<file path="config.mk">
export PLATFORM = sky130hd
export DESIGN_NAME = qdac_rx
export DESIGN_NICKNAME = d
export VERILOG_FILES = /design/src/pkg/qdac_pkg.sv /design/src/hw/qdac_rx.sv
export VERILOG_INCLUDE_DIRS = /design/src /design/src/pkg
export SDC_FILE = /design/constraint.sdc
export NUM_CORES = 1
export LEC_CHECK = 0
export ABC_AREA = 0
export BUFFER_PORTS_ARGS = -buffer_cell sky130_fd_sc_hd__buf_2
export CORE_ASPECT_RATIO = 1.25
export CORE_UTILIZATION = 35
export DETAILED_ROUTE_END_ITERATION = 12
export GPL_TIMING_DRIVEN = 0
export PLACE_DENSITY = 0.53
export REMOVE_ABC_BUFFERS = 1
export SYNTH_ARGS = -nofsm -noshare
export SYNTH_HDL_FRONTEND = slang
export SYNTH_SLANG_ARGS = --single-unit
</file>
<file path="constraint.sdc">
create_clock -name pclk -period 2.7 [get_ports pclk]
set_input_delay 0.54 -clock pclk [delete_from_list [all_inputs] [get_ports pclk]]
set_output_delay 0.54 -clock pclk [all_outputs]
set_load 0.1 [all_outputs]
</file>
<file path="src/pkg/qdac_defs.svh">
/*
 * constants for the quad dac i2c command receiver: addresses, command and
 * channel codes, power-up timing. assumes a 25 mhz pclk.
 */
`ifndef QDAC_DEFS_SVH
`define QDAC_DEFS_SVH

`define QDAC_GLOBAL_ADDR     7'h73
`define QDAC_CMD_WRITE       4'h0
`define QDAC_CMD_UPDATE      4'h1
`define QDAC_CMD_WRITE_UPALL 4'h2
`define QDAC_CMD_WRITE_UP    4'h3
`define QDAC_CMD_POWERDOWN   4'h4
`define QDAC_CMD_NOP         4'hf
`define QDAC_CH_ALL          4'hf
`define QDAC_CODE_MID        16'h8000
`define QDAC_CODE_ZERO       16'h0000
`define QDAC_CLK_MHZ         25
`define QDAC_PUP_SHORT_US    5
`define QDAC_PUP_5V_US       12
`define QDAC_PUP_3V_US       30
`define QDAC_PUP_SHORT_CYC   (`QDAC_PUP_SHORT_US * `QDAC_CLK_MHZ)
`define QDAC_PUP_5V_CYC      (`QDAC_PUP_5V_US * `QDAC_CLK_MHZ)
`define QDAC_PUP_3V_CYC      (`QDAC_PUP_3V_US * `QDAC_CLK_MHZ)
`define QDAC_APB_CTRL        12'h000
`define QDAC_APB_STAT        12'h004
`define QDAC_APB_CODE0       12'h010

`endif

</file>
<file path="src/pkg/qdac_pkg.sv">
/*
 * types for the quad dac i2c command receiver.
 * assumes nothing beyond qdac_defs.svh.
 */
package qdac_pkg;
	typedef enum logic [4:0] {
		QDAC_IDLE = 5'b00001,
		QDAC_ADDR = 5'b00010,
		QDAC_DATA = 5'b00100,
		QDAC_ACK  = 5'b01000,
		QDAC_SKIP = 5'b10000
	} qdac_state_t;

	typedef struct packed {
		logic [3:0] command_field;
		logic [3:0] channel_select_field;
		logic [15:0] data_word;
	} qdac_word_t;
endpackage

</file>
<file path="src/hw/qdac_rx.sv">
/*
 * quad dac i2c command receiver: write-only i2c slave, staging and active
 * code registers, power-down and power-up delay tracking, apb status view.
 * assumes scl/sda arrive asynchronously and scl is far slower than pclk.
 */
// Decided for this implementation: the APB slave port and the placing of the registers.
//
// Contract
// - ack address matching pins or global
// - ack each of three data bytes
// - execute only after 24 bits received
// - extra data bytes are not acknowledged
// - first byte holds command and channel
// - bytes two, three are msb-first code
// - 0000 writes staging register only
// - 0001 updates and powers channel up
// - 0010 writes then updates all channels
// - 0011 writes and updates same channel
// - 0100 powers channels down, data ignored
// - channel codes 0-3 plus 1111 all
// - write moves data word into staging
// - update copies staging into active
// - update clears channel power-down
// - powered-down output is high impedance
// - power-down keeps register contents
// - independent power-down, only update wakes
// - wake delay 5 us normally
// - all down: bias off, 12/30 us wake
// - read address never acknowledged
// - global address 1110011 also accepted
`timescale 1ns/100ps
`default_nettype none
`include "qdac_defs.svh"

module qdac_rx #(
	parameter logic [15:0] RESET_CODE = `QDAC_CODE_ZERO
) (
	// apb
	input  wire logic        pclk,
	input  wire logic        presetn,
	input  wire logic        psel,
	input  wire logic        penable,
	input  wire logic        pwrite,
	input  wire logic [11:0] paddr,
	input  wire logic [31:0] pwdata,
	output logic      [31:0] prdata,
	output logic             pready,
	output logic             pslverr,
	// i2c pins
	input  wire logic        scl_in,
	input  wire logic        sda_in,
	output logic             sda_out,
	output logic             sda_oe_n,
	// address select, already resolved to a 7-bit address
	input  wire logic [6:0]  slave_addr,
	// dac side
	output logic [63:0]      dac_code,
	output logic [3:0]       dac_powered_down,
	output logic [3:0]       dac_settling,
	output logic             bias_off
);

////////////////////////////////////////////////////////////////////////////////

	logic [1:0] scl_sync_reg;
	logic [1:0] sda_sync_reg;
	logic       scl_d_reg;
	logic       sda_d_reg;

	always_ff @(posedge pclk or negedge presetn) begin
		if (!presetn) begin
			scl_sync_reg <= 2'b11;
			sda_sync_reg <= 2'b11;
			scl_d_reg    <= 1'b1;
			sda_d_reg    <= 1'b1;
		end else begin
			scl_sync_reg <= {scl_sync_reg[0], scl_in};
			sda_sync_reg <= {sda_sync_reg[0], sda_in};
			scl_d_reg    <= scl_sync_reg[1];
			sda_d_reg    <= sda_sync_reg[1];
		end
	end

	wire scl      = scl_sync_reg[1];
	wire sda      = sda_sync_reg[1];
	wire scl_rise = scl & ~scl_d_reg;
	wire scl_fall = ~scl & scl_d_reg;
	wire start_c  = scl & scl_d_reg & sda_d_reg & ~sda;
	wire stop_c   = scl & scl_d_reg & ~sda_d_reg & sda;

////////////////////////////////////////////////////////////////////////////////

	qdac_pkg::qdac_state_t state_reg;
	qdac_pkg::qdac_state_t state_next;
	logic [3:0]  bit_cnt_reg;
	logic [7:0]  shift_reg;
	logic [1:0]  byte_cnt_reg;
	logic [23:0] word_reg;
	logic        ack_reg;
	logic        exec_reg;

	// shift in msb first, so byte 1 high nibble is the command
	wire [7:0] shift_in = {shift_reg[6:0], sda};
	wire       addr_hit = (shift_in[7:1] == slave_addr) ||
	                      (shift_in[7:1] == `QDAC_GLOBAL_ADDR);
	wire       addr_ok  = addr_hit && !shift_in[0];
	wire       byte_done = scl_rise && (bit_cnt_reg == 4'd7);

	always_comb begin
		state_next = state_reg;
		case (state_reg)
			qdac_pkg::QDAC_IDLE: state_next = state_reg;
			qdac_pkg::QDAC_ADDR:
				if (byte_done)
					state_next = addr_ok ? qdac_pkg::QDAC_ACK :
					                       qdac_pkg::QDAC_SKIP;
			qdac_pkg::QDAC_DATA:
				if (byte_done)
					state_next = (byte_cnt_reg == 2'd3) ?
					    qdac_pkg::QDAC_SKIP : qdac_pkg::QDAC_ACK;
			qdac_pkg::QDAC_ACK:
				if (scl_fall && bit_cnt_reg == 4'd9)
					state_next = qdac_pkg::QDAC_DATA;
			qdac_pkg::QDAC_SKIP: state_next = state_reg;
			default: state_next = qdac_pkg::QDAC_IDLE;
		endcase
		// a new start restarts address reception, a stop drops everything
		if (start_c)
			state_next = qdac_pkg::QDAC_ADDR;
		else if (stop_c)
			state_next = qdac_pkg::QDAC_IDLE;
	end

	// one condition per register keeps every flop block a few lines long
	wire in_shift  = (state_reg == qdac_pkg::QDAC_ADDR) ||
	                 (state_reg == qdac_pkg::QDAC_DATA);
	wire in_ack    = (state_reg == qdac_pkg::QDAC_ACK);
	wire bus_cond  = start_c || stop_c;
	wire ack_set   = in_ack && scl_fall && (bit_cnt_reg == 4'd8);
	wire ack_end   = in_ack && scl_fall && (bit_cnt_reg == 4'd9);
	wire take_byte = !bus_cond && byte_done &&
	                 (state_reg == qdac_pkg::QDAC_DATA) &&
	                 (byte_cnt_reg != 2'd3);

	wire [3:0]  bit_cnt_next  = (bus_cond || ack_end) ? 4'd0 :
	                            ((in_shift || in_ack) && scl_rise) ?
	                            bit_cnt_reg + 4'd1 : bit_cnt_reg;
	wire [7:0]  shift_next    = (!bus_cond && in_shift && scl_rise) ?
	                            shift_in : shift_reg;
	wire [1:0]  byte_cnt_next = bus_cond ? 2'd0 :
	                            take_byte ? byte_cnt_reg + 2'd1 :
	                            byte_cnt_reg;
	wire [23:0] word_next     = take_byte ? {word_reg[15:0], shift_in} :
	                            word_reg;
	// ack from the fall after bit 8 to the fall after bit 9
	wire        ack_next      = (bus_cond || ack_end) ? 1'b0 :
	                            ack_set ? 1'b1 :
	                            ack_reg;
	// a cut word never gets here: start or stop clears byte_cnt first
	wire        exec_next     = take_byte &&
	                            (byte_cnt_reg == 2'd2);

	always_ff @(posedge pclk or negedge presetn) begin
		if (!presetn)
			state_reg <= qdac_pkg::QDAC_IDLE;
		else
			state_reg <= state_next;
	end

	always_ff @(posedge pclk or negedge presetn) begin
		if (!presetn)
			bit_cnt_reg <= 4'd0;
		else
			bit_cnt_reg <= bit_cnt_next;
	end

	always_ff @(posedge pclk or negedge presetn) begin
		if (!presetn)
			shift_reg <= 8'h00;
		else
			shift_reg <= shift_next;
	end

	always_ff @(posedge pclk or negedge presetn) begin
		if (!presetn)
			byte_cnt_reg <= 2'd0;
		else
			byte_cnt_reg <= byte_cnt_next;
	end

	always_ff @(posedge pclk or negedge presetn) begin
		if (!presetn)
			word_reg <= 24'h00_0000;
		else
			word_reg <= word_next;
	end

	always_ff @(posedge pclk or negedge presetn) begin
		if (!presetn)
			ack_reg <= 1'b0;
		else
			ack_reg <= ack_next;
	end

	// exec is a one-cycle strobe, so a command never runs twice
	always_ff @(posedge pclk or negedge presetn) begin
		if (!presetn)
			exec_reg <= 1'b0;
		else
			exec_reg <= exec_next;
	end

	// open drain: enable low while pulling sda low
	assign sda_out  = 1'b0;
	assign sda_oe_n = ~ack_reg;

////////////////////////////////////////////////////////////////////////////////

	qdac_pkg::qdac_word_t cmd;
	assign cmd = word_reg;

	function automatic logic [3:0] chan_mask(input logic [3:0] sel);
		case (sel)
			4'h0:         chan_mask = 4'b0001;
			4'h1:         chan_mask = 4'b0010;
			4'h2:         chan_mask = 4'b0100;
			4'h3:         chan_mask = 4'b1000;
			`QDAC_CH_ALL: chan_mask = 4'b1111;
			default:      chan_mask = 4'b0000;
		endcase
	endfunction

	wire [3:0] sel_mask = chan_mask(cmd.channel_select_field);
	wire is_wr   = (cmd.command_field == `QDAC_CMD_WRITE) ||
	               (cmd.command_field == `QDAC_CMD_WRITE_UPALL) ||
	               (cmd.command_field == `QDAC_CMD_WRITE_UP);
	wire is_upd  = (cmd.command_field == `QDAC_CMD_UPDATE) ||
	               (cmd.command_field == `QDAC_CMD_WRITE_UP);
	wire is_all  = (cmd.command_field == `QDAC_CMD_WRITE_UPALL);
	wire is_pd   = (cmd.command_field == `QDAC_CMD_POWERDOWN);
	wire [3:0] wr_mask  = (exec_reg && is_wr) ? sel_mask : 4'b0000;
	wire [3:0] upd_mask = !exec_reg ? 4'b0000 :
	                      is_all ? 4'b1111 :
	                      is_upd ? sel_mask : 4'b0000;
	wire [3:0] pd_mask  = (exec_reg && is_pd) ? sel_mask : 4'b0000;

	logic [15:0] stage_reg  [4];
	logic [15:0] active_reg [4];
	logic [3:0]  pd_reg;
	logic [10:0] settle_reg [4];
	logic        pup_3v_reg;

	// every channel down means the bias block is off and wake is slower
	wire        all_down = (pd_reg == 4'b1111);
	wire [10:0] wake_cyc = !all_down ? 11'(`QDAC_PUP_SHORT_CYC) :
	                       pup_3v_reg ? 11'(`QDAC_PUP_3V_CYC) :
	                       11'(`QDAC_PUP_5V_CYC);

	logic [15:0] stage_next  [4];
	logic [15:0] active_next [4];
	logic [10:0] settle_next [4];
	logic [3:0]  pd_next;

	always_comb begin
		pd_next = pd_reg;
		for (int i = 0; i < 4; i++) begin
			stage_next[i]  = stage_reg[i];
			active_next[i] = active_reg[i];
			settle_next[i] = settle_reg[i];
			// write happens before update so 0010/0011 see new data
			if (wr_mask[i])
				stage_next[i] = cmd.data_word;
			if (upd_mask[i]) begin
				active_next[i] = wr_mask[i] ? cmd.data_word :
				                 stage_reg[i];
				pd_next[i]     = 1'b0;
				settle_next[i] = pd_reg[i] ? wake_cyc : 11'd0;
			end else begin
				if (pd_mask[i])
					pd_next[i] = 1'b1;
				if (settle_reg[i] != 11'd0)
					settle_next[i] = settle_reg[i] - 11'd1;
			end
		end
	end

	always_ff @(posedge pclk or negedge presetn) begin
		if (!presetn) begin
			for (int i = 0; i < 4; i++)
				stage_reg[i] <= RESET_CODE;
		end else begin
			for (int i = 0; i < 4; i++)
				stage_reg[i] <= stage_next[i];
		end
	end

	always_ff @(posedge pclk or negedge presetn) begin
		if (!presetn) begin
			for (int i = 0; i < 4; i++)
				active_reg[i] <= RESET_CODE;
		end else begin
			for (int i = 0; i < 4; i++)
				active_reg[i] <= active_next[i];
		end
	end

	always_ff @(posedge pclk or negedge presetn) begin
		if (!presetn)
			pd_reg <= 4'b0000;
		else
			pd_reg <= pd_next;
	end

	// settling only times the wake; the code itself is live at once
	always_ff @(posedge pclk or negedge presetn) begin
		if (!presetn) begin
			for (int i = 0; i < 4; i++)
				settle_reg[i] <= 11'd0;
		end else begin
			for (int i = 0; i < 4; i++)
				settle_reg[i] <= settle_next[i];
		end
	end

	always_comb begin
		for (int i = 0; i < 4; i++) begin
			dac_code[16*i +: 16] = active_reg[i];
			dac_settling[i]      = (settle_reg[i] != 11'd0);
		end
	end
	assign dac_powered_down = pd_reg;
	assign bias_off         = all_down;

////////////////////////////////////////////////////////////////////////////////

	// zero wait state slave; unmapped addresses answer with pslverr
	wire acc     = psel && penable;
	wire a_ctrl  = (paddr == `QDAC_APB_CTRL);
	wire a_stat  = (paddr == `QDAC_APB_STAT);
	wire a_code  = (paddr[11:4] == 8'(`QDAC_APB_CODE0 >> 4)) &&
	               (paddr[1:0] == 2'b00);
	wire hit     = a_ctrl || a_stat || a_code;

	always_ff @(posedge pclk or negedge presetn) begin
		if (!presetn)
			pup_3v_reg <= 1'b0;
		else if (acc && pwrite && a_ctrl)
			pup_3v_reg <= pwdata[0];
	end

	// status: bit 13 idle, 12 bias off, 11:8 settling, 7:4 down, 3 ack
	wire [31:0] stat_word = {18'h0_0000, state_reg == qdac_pkg::QDAC_IDLE,
	                         bias_off, dac_settling, pd_reg, ack_reg,
	                         3'b000};

	assign pready  = 1'b1;
	assign pslverr = acc && !hit;
	always_comb begin
		prdata = 32'h0000_0000;
		if (a_ctrl)
			prdata = {31'h0000_0000, pup_3v_reg};
		else if (a_stat)
			prdata = stat_word;
		else if (a_code)
			prdata = {16'h0000, active_reg[paddr[3:2]]};
	end

endmodule
`default_nettype wire

</file>
# Yosys cells after proc, flatten, opt, wreduce, memory -nomap -nowiden
# Cells that the tools add are included.
# Widths: inputs -> output; s select.
[classes]
add_sub_neg = 6
n_mul = 0
div_mod_pow = 0
order_cmp = 1
eq_ne = 28
shift = 0
mux = 52
bitwise_logic = 13
reduce_logical = 54
[op_table]
columns = ["operator", "count"]
rows = [
  ["$mux 16", 9],
  ["$mux 11", 8],
  ["$mux 10", 6],
  ["$reduce_bool 11->1", 4],
  ["$sub 11x1->11 const B", 4],
  ["$mux 5", 7],
  ["$bmux 16 s2", 1],
  ["$mux 4", 7],
  ["$reduce_bool 2->1", 11],
  ["$logic_and 1x1->1", 20],
  ["$pmux 4 s5", 1],
  ["$pmux 5 s4", 1],
  ["$eq 4x2->1 const B", 4],
  ["$eq 4x4->1 const B", 4],
  ["$eq 12x3->1 const B", 1],
  ["$logic_not 12->1", 1],
  ["$logic_or 1x1->1", 10],
  ["$mux 1", 10],
  ["$eq 4x1->1 const B", 2],
  ["$eq 4x3->1 const B", 2],
  ["$eq 8x1->1 const B", 1],
  ["$logic_not 4->1", 2],
  ["$ne 4x4->1 const B", 2],
  ["$and 1x1->1", 7],
  ["other kinds (21)", 29],
]
[word_totals]
register_bits = 227
latchBits = 0
ram_bits = 0
rom_bits = 0
inputBits = 58
output_inout_bits = 109
memories = 0

# Longest topological paths before layout
# Gate-level depths: netlist of run 1.
[depth]
depth_word = 10
ltp_mapped = 8
depth_no_buf = 7

# Least setup slack after synthesis of run 1
# OpenSTA, ideal clock, no wires.
[synth_path]
path_kind = "register -> output"
startpoint = "register pd_reg[0], in the netlist dac_powered_down[0]"
endpoint = "output port prdata[12]"
arrival_time_ns = 3.339
t_required_ns = 2.160
setup_slack_ns = -1.179
path_stages_with_launch = 4
path_cell_list = "dfrtp_1 and4_1 clkbuf_1 a32o_1"
[synth_via]
elab_chain_len = 3
[synth_rtl]
columns = ["element", "line", "source"]
rows = [
  ["start: declaration", "qdac_rx.sv:249", "logic [3:0] pd_reg;"],
  ["start signal: assignment", "qdac_rx.sv:311", "pd_reg <= pd_next;"],
  ["$eq 4x4->1", "qdac_rx.sv:254", "wire all_down = (pd_reg == 4'b1111);"],
  ["via bias_off", "qdac_rx.sv:60", "output logic bias_off"],
  ["$mux 16", "qdac_rx.sv:362", "else if (a_stat)"],
  ["$mux 16", "qdac_rx.sv:360", "if (a_ctrl)"],
  ["end: declaration", "qdac_rx.sv:46", "output logic [31:0] prdata,"],
]
# The timed path passes the listed nets, and every way through them passes these cells.

# Final worst setup path of run 1
[layout_path]
startpoint = "register settle_reg[38] in the netlist's numbering"
endpoint = "output port prdata[8]"
[layout_via]
elab_chain_len = 3
[layout_rtl]
columns = ["element", "line", "source"]
rows = [
  ["start: declaration", "qdac_rx.sv:250", "logic [10:0] settle_reg [4];"],
  ["start signal: indexed assignment", "qdac_rx.sv:321", "settle_reg[i] <= settle_next[i];"],
  ["$reduce_bool 11->1", "qdac_rx.sv:328", "dac_settling[i] = (settle_reg[i] != 11'd0);"],
  ["$mux 16", "qdac_rx.sv:362", ""],
  ["$mux 16", "qdac_rx.sv:360", ""],
]
# No other way between the ends.

==> flow_metrics.env, run 1 <==
export IMPL_synthArstFlopShare=1.00
export IMPL_muxShareOfSynthArea=0.197
export IMPL_vias_per_cell=5.04
export IMPL_fin_crit_sh=1.07
export IMPL_holdPathStages=1
export IMPL_gp_congestion=0.799
export IMPL_wl_um=26600
export IMPL_violations="setup timing"
export IMPL_grtUsageMet2=0.302
export IMPL_reg2reg_depth=5
export IMPL_synth_xor_area_frac=0.0412
export IMPL_preCtsSetupSlack_ns=-0.653
export IMPL_criticalPathCategory="reg2out"
export IMPL_setup_viol=2
export IMPL_max_freq_ghz=0.347
export IMPL_final_nets=1052
export IMPL_ys_flop_type="dfrtp_1"
export IMPL_yosysWarnings=0
export IMPL_numCtsBuffers=25
export IMPL_total_leakage_power_nw=6.48
export IMPL_grtUsageMet3=0.0237
export IMPL_grt_first_pass_wirelength_um=41200
export IMPL_syn_avg_cell_area_um2=12.5
export IMPL_ys_seq_elements=227
export IMPL_synth_compound_area_frac=0.0656
export IMPL_startpoint_type="flip-flop"
export IMPL_hold_violations=0
export IMPL_dp_hpwl_um=17700
export IMPL_path_delay_family="simple AND/OR/NAND/NOR gates"
export IMPL_ir_drop_mv=0.478
export IMPL_slowest_stage="or4_4"
export IMPL_syn_area_um2=10600
export IMPL_clock_sinks=227
export IMPL_rrSetupSlack_ns=0.15
export IMPL_setup_tns_ns=-0.340
export IMPL_clk_pin_slew_ns=0.06
export IMPL_status="complete, but fails checks"
export IMPL_globalRouteMet1Util=0.231
export IMPL_finalWorstSetupSlack_ns=-0.179
export IMPL_yosys_top_cells_count="220 x dfrtp_1, 124 x mux2_2, 83 x nand2_1"
export IMPL_tightest_slew_ns=0.892
export IMPL_drc_errors=0
export IMPL_fp_dieArea_um2=31100
export IMPL_fin_util=0.427
export IMPL_antennaDiodeCount=0
export IMPL_num_fill_cells=2852
export IMPL_yosysMostFrequentCell="dfrtp_1"
export IMPL_root_buffer="clkbuf_16"
export IMPL_cts_tree="done"
export IMPL_die_w_um=158
export IMPL_relSlewSlack=0.398
export IMPL_final_cells=1400
export IMPL_netlist_top_cells_area="dfrtp_1 52%, mux2_2 13%, mux4_2 3.4%"
export IMPL_clk_path_buf_depth=3
export IMPL_finClkSkew_ns=0.00999
export IMPL_antenna_left=0
export IMPL_maxSlewViolCount=0
export IMPL_io_pins=167
export IMPL_cap_violations=0
export IMPL_synth_edf_count=0
export IMPL_layout_drive_gt1_share=0.393
export IMPL_groute_usage_overall=0.175
export IMPL_clk_latency_ns=0.52
export IMPL_portBuffers=117
export IMPL_busiest_layer="met2"
export IMPL_synthAdderAreaFrac=0.0141
export IMPL_core_um2=30000
export IMPL_worstPathRequired_ns=2.16
export IMPL_synth_top_area_share=0.517
export IMPL_drt_initial_drc_count=352
export IMPL_vias=7060
export IMPL_wl_per_cell_um=19.0
export IMPL_max_stage_delay_ns=0.55
export IMPL_yosysTopAreaCell="dfrtp_1"
export IMPL_rsz0062_at_grt="true"
export IMPL_crit_chain="or4_4, or4_4, a32o_2, buf_12"
export IMPL_synth_top_family_by_area="multiplexers"
export IMPL_period_minus_slack_ns=2.88
export IMPL_cp_buffers_inverters=1
export IMPL_grt_pass1_vias=6986
export IMPL_hold_path_class="in2reg"
export IMPL_dr_pass1_iters=6
export IMPL_cpMostUsedCell="or4_4"
export IMPL_cp_max_fo=3
export IMPL_cp_num_cells=4
export IMPL_htreeDepth=1
export IMPL_start_util=0.354
export IMPL_power_density_nw_per_um2=566
export IMPL_antenna_found_initial=0
export IMPL_synth_cell_type_count=74
export IMPL_worst_setup_path_end_kind="output pin"
export IMPL_synthToLayoutAreaGrowth_pct=20.5
export IMPL_synthCells=851
export IMPL_core_rowCount=71
export IMPL_critPathArrivalTime_ns=2.34
export IMPL_overflow=0
export IMPL_die_h_um=197
export IMPL_ys_seq_area_frac=0.535
export IMPL_place_inst=1334
export IMPL_yosys_area_share_simple=0.105
export IMPL_grt_max_degree=100
stage by stage:
stage / area [um^2] / power [mW] / hold WS [ns]
final: 12800 / 7.26 / 0.124
after global routing: 12800 / 7.52 / 0.106
after CTS: 12600 / 7.36 / 0.105
after detailed placement: 11500 / 3.92 / 0.347
after global placement: 11400 / 3.91 / 0.346
after floorplan: 10300 / 3.76 / 0.244
final timing paths:
| path | startpoint | to |
|---|---|---|
| setup reg to reg | cmd[22] | dac_code[55] |
| max in group asynchronous | presetn | cmd[13] |
| min in group asynchronous | presetn | dac_code[30] |
| hold / removal | sda_in | sda_sync_reg[0] |
| hold reg to reg | scl_sync_reg[0] | scl_sync_reg[1] |
| setup / recovery | settle_reg[38] | prdata[8] |
metal layers:
metal  part of all wire  vias to the layer above
li1                   -                     3286
met1               0.44                     3590
met2               0.50                      148
met3              0.040                       36
met4              0.018                        0
met5                  0                        -
logic make-up after synthesis:
kind of cell,Yosys count
buffers and inverters,77
and+or+nand+nor,219
muxes,163
DFF,227
AOI/OAI and AO/OA,101
xor gates and xnor gates,50
adders and majority gates,12
other,2
area by class of cell:
| type | count | area (um^2) | area share |
|---|---|---|---|
| Tap cell | 401 | 502 | 0.0391 |
| Clock buffer | 36 | 717 | 0.0559 |
| Multi-Input combinational cell | 563 | 4680 | 0.365 |
| Timing Repair Buffer | 143 | 1050 | 0.0822 |
| Clock inverter | 8 | 98.8 | 0.00771 |
| Sequential cell | 227 | 5690 | 0.444 |
| Inverter | 22 | 86.3 | 0.00673 |
where the power goes:
group,internal (mW),leakage [nW],switching [mW]
logic,0.101,2.94,0.279
registers,3.43,3.15,0.0422
clock network,2.03,0.396,1.37
placed cells by master (no fill, tap or decap), drive strengths merged, types with 3 or more instances in the layout:
master	synthesis	layout
a211oi	3	3
a21oi	13	13
a31oi	3	3
a32o	9	9
and2	3	3
and3	5	5
and4b	3	3
buf	38	137
clkbuf	17	41
clkinv	0	4
clkinvlp	0	3
conb	2	18
dfrtp	220	220
dfstp	7	7
ha	12	12
inv	22	21
mux2	145	145
mux4	16	16
nand2	85	85
nand2b	4	4
nand3	28	28
nand3b	3	3
nor2	31	31
nor2b	4	4
nor3	19	19
nor4	9	9
o21a	4	4
o21ai	32	32
o22ai	18	18
or3	4	4
or4	7	7
xnor2	35	35
xor2	15	15
what timing repair did:
action,4_1_cts,5_1_grt
hold buffers,1,0
buffers inserted,15,6
setup endpoints to repair,63,33
hold endpoints to repair,47,0
gates resized for setup,52,36
pin swaps,5,1
No activity file was read; power rests on OpenSTA's default activity.
==> inputs of run 2 (changes only) <==
--- a/config.mk
+++ b/config.mk
@@ -6,7 +6,7 @@
 export SDC_FILE = /design/constraint.sdc
 export NUM_CORES = 1
 export LEC_CHECK = 0
-export ABC_AREA = 0
+export ABC_AREA = 1
 export BUFFER_PORTS_ARGS = -buffer_cell sky130_fd_sc_hd__buf_2
 export CORE_ASPECT_RATIO = 1.25
 export CORE_UTILIZATION = 35
==> run 2 against run 1 <==
The flow now finishes without violations. Sequential share of layout area is 0.85 points lower. Combinational power is 8.9% higher. Critical endpoint unchanged. Largest cell class unchanged. Flip-flop and latch count stayed put. Largest power group is now clock. Critical path type unchanged. First-iteration DRC count is 10% higher.
==> flow_metrics.env, run 2 <==
export IMPL_antenna_found_initial=0
export IMPL_syn_avg_cell_area_um2=8.35
export IMPL_relSlewSlack=0.469
export IMPL_finClkSkew_ns=0.0187
export IMPL_fp_dieArea_um2=31400
export IMPL_synth_compound_area_frac=0.136
export IMPL_groute_usage_overall=0.194
export IMPL_ir_drop_mv=0.429
export IMPL_criticalPathCategory="reg2out"
export IMPL_p_sw_frac=0.235
export IMPL_p_int_mw=5.77
export IMPL_numCtsBuffers=25
export IMPL_htreeDepth=1
export IMPL_synth_top_family_by_area="simple AND/OR/NAND/NOR gates"
export IMPL_synthCells=1285
export IMPL_core_um2=30100
export IMPL_grt_first_pass_wirelength_um=46700
export IMPL_total_leakage_power_nw=6.73
export IMPL_die_w_um=159
export IMPL_overflow=0
export IMPL_hold_path_class="in2reg"
export IMPL_grt_pass1_vias=8694
export IMPL_clk_latency_ns=0.53
export IMPL_switching_power_mw=1.77
export IMPL_layout_common_cells="359 x nand2_1, 219 x dfrtp_1, 152 x inv_1, 120 x o21ai_0, 95 x buf_2"
export IMPL_status="completed"
export IMPL_post_dp_cell_area_um2=11600
export IMPL_period_minus_slack_ns=2.67
export IMPL_clk_path_buf_depth=3
export IMPL_clk_pin_slew_ns=0.06
export IMPL_num_fill_cells=3011
export IMPL_grtUsageMet2=0.340
export IMPL_fin_crit_sh=0.988
export IMPL_yosys_top_cells_count="367 x nand2_1, 220 x dfrtp_1, 158 x inv_1"
export IMPL_drt_initial_drc_count=388
export IMPL_drc_errors=0
export IMPL_antennaDiodeCount=0
export IMPL_gp_congestion=0.866
export IMPL_p_clk_frac=0.485
export IMPL_synthToLayoutAreaGrowth_pct=21.9
export IMPL_setup_viol=0
export IMPL_dp_hpwl_um=20000
export IMPL_cts_tree="done"
export IMPL_final_nets=1487
export IMPL_worst_setup_path_end_kind="output pin"
export IMPL_clock_sinks=227
export IMPL_start_util=0.356
export IMPL_hold_violations=0
export IMPL_netlist_top_cells_area="dfrtp_1 51%, nand2_1 13%, o21ai_0 5.8%"
export IMPL_synthArstFlopShare=1.00
export IMPL_yosys_area_share_simple=0.207
export IMPL_portBuffers=117
export IMPL_synth_xor_area_frac=0.0196
export IMPL_wl_per_cell_um=16.3
export IMPL_ys_flop_type="dfrtp_1"
export IMPL_critPathArrivalTime_ns=2.13
export IMPL_rsz0062_at_grt="true"
export IMPL_vias=8774
export IMPL_ys_seq_elements=227
export IMPL_synth_cell_type_count=49
export IMPL_rrSetupSlack_ns=0.12
export IMPL_yosysMostFrequentCell="nand2_1"
export IMPL_muxShareOfSynthArea=0
export IMPL_worstPathRequired_ns=2.16
export IMPL_layout_commonest_cell="nand2_1"
export IMPL_yosysTopAreaCell="dfrtp_1"
export IMPL_grtUsageMet3=0.0295
export IMPL_dr_pass1_iters=5
export IMPL_layout_drive_gt1_share=0.189
export IMPL_globalRouteMet1Util=0.242
export IMPL_grt_max_degree=91
export IMPL_root_buffer="clkbuf_16"
export IMPL_vias_per_cell=4.78
export IMPL_yosysWarnings=0
export IMPL_cap_violations=0
export IMPL_cp_max_fo=3
export IMPL_die_h_um=198
export IMPL_io_pins=167
export IMPL_antenna_left=0
export IMPL_fin_util=0.434
export IMPL_max_freq_ghz=0.375
export IMPL_startpoint_type="flip-flop"
export IMPL_core_rowCount=71
export IMPL_tightest_slew_ns=0.794
export IMPL_wl_um=29900
export IMPL_synth_top_area_share=0.513
export IMPL_synth_edf_count=0
export IMPL_busiest_layer="met2"
export IMPL_power_density_nw_per_um2=577
export IMPL_power_frac_seq=0.460
export IMPL_syn_area_um2=10700
export IMPL_ys_seq_area_frac=0.530
export IMPL_design_area_um2=13100
export IMPL_maxSlewViolCount=0
export IMPL_power_frac_comb=0.055
export IMPL_synthAdderAreaFrac=0.0140
==> run 2: cell count changes after synthesis, moves of 21 or more <==
cell / previous run / this run
mux2_2: 124 / 0
nand2_1: 83 / 367
xnor2_1: 35 / 13
a21oi_1: 12 / 51
nor2_1: 31 / 77
o21ai_1: 1 / 50
mux2_4: 21 / 0
o21ai_0: 30 / 125
inv_1: 22 / 158
==> run 2: cell type report <==
type / instances / area, um^2 / area share
flip-flops and latches: 227 / 5690 / 0.435
multi-input cells: 849 / 4280 / 0.327
repair buffers: 148 / 1080 / 0.0824
clock buffers: 39 / 768 / 0.0587
inverters: 166 / 643 / 0.0492
well taps: 401 / 502 / 0.0384
clock inverters: 7 / 120 / 0.00918
==> run 2: metal layers <==
metal,part of all wire,vias to the layer above
li1,-,4332
met1,0.43,4232
met2,0.51,161
met3,0.038,49
met4,0.025,0
met5,0,-
==> run 2: kinds of logic after synthesis <==
family / Yosys count
AND/OR/NAND/NOR: 529
AO/OA/AOI/OAI: 266
flip-flops: 227
buffers and inverters: 225
XOR/XNOR: 24
adder cells (fa/ha/maj): 12
other: 2
==> run 2: power by group through the flow <==
stage / sequential [mW] / combinational (mW) / clock [mW]
after detailed placement: 3.53 / 0.403 / 0
final: 3.47 / 0.414 / 3.66
after floorplan: 3.52 / 0.243 / 0
after global placement: 3.53 / 0.388 / 0
after global routing: 3.47 / 0.464 / 3.85
after CTS: 3.47 / 0.416 / 3.73
==> run 2: repair_timing <==
action                                  4_1_cts  5_1_grt
buffers inserted                             19        8
hold endpoints to repair                     31        0
pin swaps                                     4        9
endpoints found under the setup margin       19       26
hold buffers                                  1        0
resized for setup                            49       47
==> run 2: path summary, 6_finish.rpt <==
path                                 start         endpoint  cells after the start
max                         settle_reg[33]        prdata[8]                      9
min                                 scl_in  scl_sync_reg[0]                      1
max reg2reg                 settle_reg[33]   settle_reg[33]                     19
min reg2reg                sda_sync_reg[0]  sda_sync_reg[1]                      0
max in group asynchronous          presetn   settle_reg[36]                      4
min in group asynchronous          presetn     dac_code[48]                      2
==> run 2: stage by stage <==
| step | setup WS [ns] | cells | setup TNS, ns | power [mW] | hold WS (ns) |
|---|---|---|---|---|---|
| after floorplan | -2.07 | 1242 | -12.94 | 3.76 | 0.244 |
| after global placement | -3.15 | 1760 | -720.91 | 3.92 | 0.347 |
| after detailed placement | -1.76 | 1763 | -21.01 | 3.93 | 0.347 |
| after CTS | -0.0542 | 1829 | -0.149 | 7.61 | 0.0828 |
| after global routing | -0.0640 | 1837 | -0.150 | 7.79 | 0.0800 |
| final | 0.0312 | 1837 | 0 | 7.54 | 0.105 |
==> run 2: worst max-delay path, cell delays in order (launching register included) <==
cell     delay (ns)
dfrtp_1        0.39
inv_2          0.10
ha_4           0.15
inv_2          0.04
nor2_4         0.09
nand4_1        0.12
inv_1          0.08
nand4_1        0.17
a22o_1         0.29
buf_12         0.17
